[src/verilog/rx_result_pkg.sv]
// Package for the receive result register bank.
// Assumes a 32-bit APB slave with byte addresses equal to register index times four.
package rx_result_pkg;
	// Register indices, byte address is index times four
	localparam logic [7:0] RX_CONTROL_BYTE_IDX      = 8'hCA;
	localparam logic [7:0] RX_FIELD_LENGTH_IDX      = 8'hCD;
	localparam logic [7:0] SERIAL_STATE_COUNTER_IDX = 8'hD9;
	localparam logic [7:0] RX_STATUS_IDX            = 8'hC8;
	localparam logic [11:0] RX_CONTROL_BYTE_ADDR      = {2'h0, RX_CONTROL_BYTE_IDX, 2'h0};
	localparam logic [11:0] RX_FIELD_LENGTH_ADDR      = {2'h0, RX_FIELD_LENGTH_IDX, 2'h0};
	localparam logic [11:0] SERIAL_STATE_COUNTER_ADDR = {2'h0, SERIAL_STATE_COUNTER_IDX, 2'h0};
	localparam logic [11:0] RX_STATUS_ADDR            = {2'h0, RX_STATUS_IDX, 2'h0};
	// Receive-buffer-empty flag position in the status word
	localparam int         RBE_BIT       = 6;
	localparam logic [7:0] BYTE_RESET    = 8'h00;
	localparam logic       RBE_RESET     = 1'b0;
endpackage

[src/verilog/sdlc_rx_result_registers.sv]
// Receive result registers of the serial link unit, reached over APB.
// Assumes frame engine signals on clk; APB master follows the usual protocol.
//
// Decided for this implementation: register access over APB.
`timescale 1ns/1ps
`default_nettype none
module sdlc_rx_result_registers (
	input  wire logic        clk,
	input  wire logic        rstn,
	input  wire logic        psel,
	input  wire logic        penable,
	input  wire logic        pwrite,
	input  wire logic [11:0] paddr,
	input  wire logic [31:0] pwdata,
	output logic [31:0]      prdata,
	output logic             pready,
	output logic             pslverr,
	input  wire logic        frameDone,
	input  wire logic [7:0]  frameLength,
	input  wire logic [7:0]  frameControl,
	input  wire logic [7:0]  stateCounter,
	output logic             receiveBufferEmptyFlag
);
	logic [7:0]  fieldLength_q;
	logic [7:0]  controlByte_q;
	logic        rbe_q;
	logic [7:0]  stateView_q;
	logic [31:0] prdata_q;
	logic [31:0] prdata_d;
	logic        slverr_q;
	logic        slverr_d;
	wire         setupPhase = psel && !penable;
	wire         accessPhase = psel && penable;
	wire         hitLen = (paddr == rx_result_pkg::RX_FIELD_LENGTH_ADDR);
	wire         hitCtl = (paddr == rx_result_pkg::RX_CONTROL_BYTE_ADDR);
	wire         hitCnt = (paddr == rx_result_pkg::SERIAL_STATE_COUNTER_ADDR);
	wire         hitSts = (paddr == rx_result_pkg::RX_STATUS_ADDR);
	wire         mapped = hitLen || hitCtl || hitCnt || hitSts;
	// Only the status word accepts writes; others refuse with an error
	wire         writeOk = hitSts;
	wire         rbeSet = accessPhase && pwrite && hitSts && pwdata[rx_result_pkg::RBE_BIT];

	rx_result_capture capture (
		.clk           (clk),
		.rstn          (rstn),
		.frameDone     (frameDone),
		.frameLength   (frameLength),
		.frameControl  (frameControl),
		.rbeSet        (rbeSet),
		.fieldLength_q (fieldLength_q),
		.controlByte_q (controlByte_q),
		.rbe_q         (rbe_q)
	);

	// State counter sampled each cycle; owned by the unit, never written
	always_ff @(posedge clk or negedge rstn) begin
		if (!rstn) begin
			stateView_q <= rx_result_pkg::BYTE_RESET;
		end else begin
			stateView_q <= stateCounter;
		end
	end

	// Read data picked in setup so it comes from a flop in access
	always_comb begin
		prdata_d = 32'h0000_0000;
		if (hitLen) begin
			prdata_d = {24'h00_0000, fieldLength_q};
		end else if (hitCtl) begin
			prdata_d = {24'h00_0000, controlByte_q};
		end else if (hitCnt) begin
			prdata_d = {24'h00_0000, stateView_q};
		end else if (hitSts) begin
			prdata_d[rx_result_pkg::RBE_BIT] = rbe_q;
		end
		// Writes to control byte and state counter are refused
		slverr_d = !mapped || (pwrite && !writeOk);
	end

	always_ff @(posedge clk or negedge rstn) begin
		if (!rstn) begin
			prdata_q <= 32'h0000_0000;
			slverr_q <= 1'b0;
		end else if (setupPhase) begin
			prdata_q <= pwrite ? 32'h0000_0000 : prdata_d;
			slverr_q <= slverr_d;
		end
	end

	assign pready = 1'b1;
	assign prdata = prdata_q;
	assign pslverr = accessPhase && slverr_q;
	assign receiveBufferEmptyFlag = rbe_q;
endmodule
`default_nettype wire

[src/verilog/rx_result_capture.sv]
// Frame result capture: length, control byte and receive-buffer-empty flag.
// Assumes the frame engine pulses frameDone on the same clock.
`timescale 1ns/1ps
`default_nettype none
module rx_result_capture (
	input  wire logic       clk,
	input  wire logic       rstn,
	input  wire logic       frameDone,
	input  wire logic [7:0] frameLength,
	input  wire logic [7:0] frameControl,
	input  wire logic       rbeSet,
	output logic [7:0]      fieldLength_q,
	output logic [7:0]      controlByte_q,
	output logic            rbe_q
);
	// Results load on the same edge that clears the flag, so both look consistent
	always_ff @(posedge clk or negedge rstn) begin
		if (!rstn) begin
			fieldLength_q <= rx_result_pkg::BYTE_RESET;
			controlByte_q <= rx_result_pkg::BYTE_RESET;
		end else if (frameDone) begin
			fieldLength_q <= frameLength;
			controlByte_q <= frameControl;
		end
	end

	// Frame completion wins over a software set in the same cycle
	always_ff @(posedge clk or negedge rstn) begin
		if (!rstn) begin
			rbe_q <= rx_result_pkg::RBE_RESET;
		end else if (frameDone) begin
			rbe_q <= 1'b0;
		end else if (rbeSet) begin
			rbe_q <= 1'b1;
		end
	end
endmodule
`default_nettype wire

[config.mk]
export PLATFORM = sky130hd
export DESIGN_NAME = sdlc_rx_result_registers
export DESIGN_NICKNAME = d
export VERILOG_FILES = /design/src/verilog/rx_result_pkg.sv /design/src/verilog/sdlc_rx_result_registers.sv /design/src/verilog/rx_result_capture.sv
export SDC_FILE = /design/constraint.sdc
export NUM_CORES = 1
export LEC_CHECK = 0
export ABC_AREA = 1
export BUFFER_PORTS_ARGS = -buffer_cell sky130_fd_sc_hd__buf_2
export CAP_MARGIN = 15
export CORE_MARGIN = 2
export CORE_UTILIZATION = 35
export CTS_CLUSTER_SIZE = 30
export DETAILED_ROUTE_END_ITERATION = 6
export PLACE_DENSITY = 0.67
export SYNTH_ARGS = -nofsm -noshare
export SYNTH_HDL_FRONTEND = slang
export SYNTH_SLANG_ARGS = --single-unit
[constraint.sdc]
create_clock -name clk -period 3 [get_ports clk]
set_clock_uncertainty 0.2 [all_clocks]
set_input_delay 0.15 -clock clk [delete_from_list [all_inputs] [get_ports clk]]
set_output_delay 0.15 -clock clk [all_outputs]
set_load 0.01 [all_outputs]
Yosys cells after proc, flatten, opt, wreduce, memory -nomap -nowiden. Cells that the tools add are included.

Equal/unequal tests: 4. Mux-type cells: 9. Reductions and logical operators: 15.

Operators by type and width (number): $eq 12x10->1 const B (4); $mux 32 (1); $mux 8 (2); $logic_and 1x1->1 (7); $mux 6 (1); $mux 1 (5); $logic_or 1x1->1 (4); $logic_not 1->1 (3); $reduce_bool 2->1 (1).

Output and inout port bits: 35. Input port bits: 74. Register bits after elaboration: 58.

Depth between registers and ports, before layout.
Depth after elaboration: 6. Mapped depth: 9.

Cells and area by module. From an unflattened synthesis, not the netlist that was laid out.

Cell total of the unflattened synthesis: 251. Area, all modules: 1921.8 um^2.

Modules (own cells, without submodules): sdlc_rx_result_registers (instances 1, cells an instance 180, seq. area each 425.4 um^2, area each 1244.9 um^2); rx_result_capture (instances 1, cells an instance 71, seq. area each 425.4 um^2, area each 676.9 um^2).

Worst setup path after synthesis. No wires, ideal clock.

Path type: in2reg. Start point: input port paddr[11]. End point: register slverr_q. Stages on the path: 8. Required time: 2684 ps. Arrival time: 873 ps. Buffers on the path: 0. Path slack: 1810 ps. Cells stage by stage: nor2_2 nand2_4 nor2_2 nand2_1 nand2_1 nand2_1 nand2_1 nand2_1.

Longest elaborated chain between the ends: 6. Elaborated cells between the ends (all ways): 11.

Ends and longest elaborated chain: from (decl) (RTL line sdlc_rx_result_registers.sv:13) `input wire logic [11:0] paddr,`; $eq 12x10->1 (on tied branches) (RTL line sdlc_rx_result_registers.sv:34, sdlc_rx_result_registers.sv:35); $logic_or 1x1->1 (3 in a row) (RTL line sdlc_rx_result_registers.sv:38) `wire mapped = hitLen || hitCtl || hitCnt || hitSts;`; $logic_not 1->1 (RTL line sdlc_rx_result_registers.sv:77) `slverr_d = !mapped || (pwrite && !writeOk);`; $logic_or 1x1->1 * (RTL line sdlc_rx_result_registers.sv:77); to (signal assigned) (RTL line sdlc_rx_result_registers.sv:86) `slverr_q <= slverr_d;`; to (decl) (RTL line sdlc_rx_result_registers.sv:30) `logic slverr_q;`.

Mark *: on every way between the ends. The rest lies on a longest branch, timed or not. A chain may end at the register's enable or synchronous reset.

Worst setup path after layout.
Start point: input port pwrite. End point: register prdata_q[6], in the netlist prdata[6].

Longest elaborated chain between the ends: 1.

Ends and longest elaborated chain: from (decl) (RTL line sdlc_rx_result_registers.sv:12) `input wire logic pwrite,`; $mux 32 (RTL line sdlc_rx_result_registers.sv:85) `prdata_q <= pwrite ? 32'h0000_0000 : prdata_d;`; to (signal assigned) (RTL line sdlc_rx_result_registers.sv:85); to (decl) (RTL line sdlc_rx_result_registers.sv:28) `logic [31:0] prdata_q;`.

Every way passes these cells.

==> impl_metrics.env <==
export IMPL_report_final_slew_viol_count=0
export IMPL_final_area_um2=2360
export IMPL_max_slew_worst_pin_slew_ns=0.735
export IMPL_path_class="input port to flop"
export IMPL_cts_setup_buffers=0
export IMPL_antenna_cells=0
export IMPL_detail_route_antenna_nets=0
export IMPL_finalSetupViolCount=0
export IMPL_outcome="completed"
export IMPL_powerDensity_nw_per_um2=412
export IMPL_synth_avg_cell_area_um2=8.65
export IMPL_fin_crit_sh_pct=49.8
export IMPL_viasPerCell=4.25
export IMPL_numCtsBuffers=5
export IMPL_placed_cell_area_um2=2000
export IMPL_grt_start_max_net_pins=35
export IMPL_path_delay_family="buffers and inverters"
export IMPL_max_cap_violations=0
export IMPL_boundaryPins=109
export IMPL_layout_drive_gt1_share_pct=27.3
export IMPL_wl_per_cell_um=10.6
export IMPL_post_route_drc_count=0
export IMPL_drt_total_wl_um=3750
export IMPL_slowest_delay_ns=0.54
export IMPL_crit_top_cell="nand2_1"
export IMPL_crit_slowest_cell="dlygate4sd3_1"
export IMPL_min_period_ns=1.49
export IMPL_die_y_um=75.4
export IMPL_drtIter0Drc=107
export IMPL_clock_path_buffers=2
export IMPL_grt_ovfl_total=0
export IMPL_cts_tree="done"
export IMPL_ys_warn_count=0
export IMPL_ys_types=21
export IMPL_fmax_mhz=670
export IMPL_synth_cells=206
export IMPL_final_common_cell="buf_2"
export IMPL_syn_area_um2=1780
export IMPL_startpoint_type="input port"
export IMPL_r2r_slack_ns=1.94
export IMPL_worst_hold_path_endpoint="capture.rbe_q"
export IMPL_clock_sinks=34
export IMPL_hold_viol=0
export IMPL_timing_setup_tns_ns=0
export IMPL_dieArea_um2=5680
export IMPL_crit_path_cell_trace="dlygate4sd3_1 > buf_2 > nor2_1 > nand2_1 > inv_1 > o21ai_1 > nand2_1"
export IMPL_grt_pass1_vias=1439
export IMPL_clk_pin_slew_ns=0.06
export IMPL_cp_end_kind="flop"
export IMPL_min_path_type="input port to flop"
export IMPL_gp_congestion=0.869
export IMPL_rows=25
export IMPL_coreArea_um2=4820
export IMPL_grt_usage_pct=15.1
export IMPL_ctsResizeCount=0
export IMPL_yosysSeqAreaShare_pct=47.8
export IMPL_worstHoldStart="penable"
export IMPL_finalNonFillerCells=353
export IMPL_syn2layout_area_growth_pct=32.3
export IMPL_synth_seq_cells=34
export IMPL_place_inst=318
export IMPL_required_ns=3.02
export IMPL_cts_root_buf="clkbuf_8"
export IMPL_dr_pass1_iters=4
export IMPL_crit_fanout=8
export IMPL_antenna_found_initial=0
export IMPL_die_w_um=75.4
export IMPL_io_buffers=52
export IMPL_path_buf_inv=3
export IMPL_leakage_uw=0.00128
export IMPL_num_vias=1501
export IMPL_r2r_end="prdata[6]"
export IMPL_irDropWorstVdd_uv=320
export IMPL_dp_hpwl_um=2710
export IMPL_rsz0062_at_grt="false"
export IMPL_mostFrequentLayoutCells="buf_2 (52), nand2_1 (42), nand3_1 (41)"
export IMPL_reg2reg_depth=4
export IMPL_min_path_cells=5
export IMPL_nets=359
export IMPL_filler_cell_count=467
export IMPL_grt_pass1_wl_um=6490
export IMPL_relSlewSlack_pct=51.0
export IMPL_arrival_ns=1.51
export IMPL_rr_startpoint="capture.rbe_q"
export IMPL_clock_latency_ns=0.28
export IMPL_htreeDepth=2
export IMPL_start_util_pct=37.0
## registers in the layout, summed over array words and instances, names as in the netlist
| signal | count |
|---|---|
| capture.rbe_q | 1 |
| slverr_q | 1 |
| prdata | 8 |
| capture.fieldLength_q | 8 |
| capture.controlByte_q | 8 |
| stateView_q | 8 |
## what timing repair did
action | in CTS | in global routing
hold buffers | 27 | 0
setup endpoints to repair | 0 | 0
endpoints found under the hold margin | 60 | 0
## cells in the mapped netlist, drive strengths merged
master  number  share of area, %
mux2         8               5.1
o21ai       10               2.8
dfrtp       34                48
a21oi        1              0.28
nand2       45                10
conb         2              0.42
nor2        14               5.0
nor3         2              0.84
nand3       41                12
clkbuf       2              0.42
inv         19               4.0
buf         28                12
## worst register-to-register path, cell delays in order, from the launching register on
cell and delay, ns:
dfrtp_1 0.39, nand3_1 0.09, nand2_1 0.05, o21ai_1 0.16
nand2_1 0.06
## power by group
part           internal, uW  switching [uW]
clock network           185             157
logic                  62.9            69.8
registers               486            11.4
total                   734             238
## per-stage QoR
stage,setup WS (ns),hold slack (ns),utilization (%),power [uW]
final,1.51,0.0480,48.9,972
after global routing,1.40,0.108,48.9,1030
after CTS,1.52,0.0487,48.9,981
after detailed placement,1.45,0.0566,41.4,612
after global placement,1.49,0.0473,41.4,609
after floorplan,1.81,-0.346,-,586
## layout make-up
cell class / count / area, um^2 / share of cell area (%)
Inverter: 19 / 71.3 / 3.03
Clock inverter: 1 / 5.00 / 0.212
Multi-Input combinational cell: 146 / 729 / 30.9
Clock buffer: 7 / 86.3 / 3.66
Sequential cell: 34 / 851 / 36.1
Timing Repair Buffer: 79 / 531 / 22.5
Tap cell: 67 / 83.8 / 3.56
## layer usage
layer | GRT usage (%) | part of all wire (%) | vias to the layer above
met5 | 0 | 0 | -
met4 | 3.51 | 0.61 | 0
met3 | 5.03 | 7.4 | 3
met2 | 24.1 | 47 | 57
met1 | 20.2 | 45 | 673
li1 | - | - | 768
## worst max-delay path by stage
stage	startpoint	endpoint	depth (start not counted)
2_1_floorplan	paddr[11]	slverr_q	8
3_3_place_gp	penable	prdata[6]	8
3_5_place_dp	penable	prdata[6]	8
4_1_cts	pwrite	prdata[6]	7
5_1_grt	pwrite	prdata[6]	7
6_report	pwrite	prdata[6]	7
## cell families (layout without fill, tap and decap cells)
kind of cell | Yosys count | after routing | share of synthesized area, %
AND/OR/NAND/NOR | 102 | 102 | 27.5
flip-flops | 34 | 34 | 47.8
other | 2 | 25 | 0.422
multiplexers | 8 | 8 | 5.06
buffers and inverters | 49 | 106 | 16.2
AO/OA/AOI/OAI | 11 | 11 | 3.09
(Power assumes the default switching activity.)
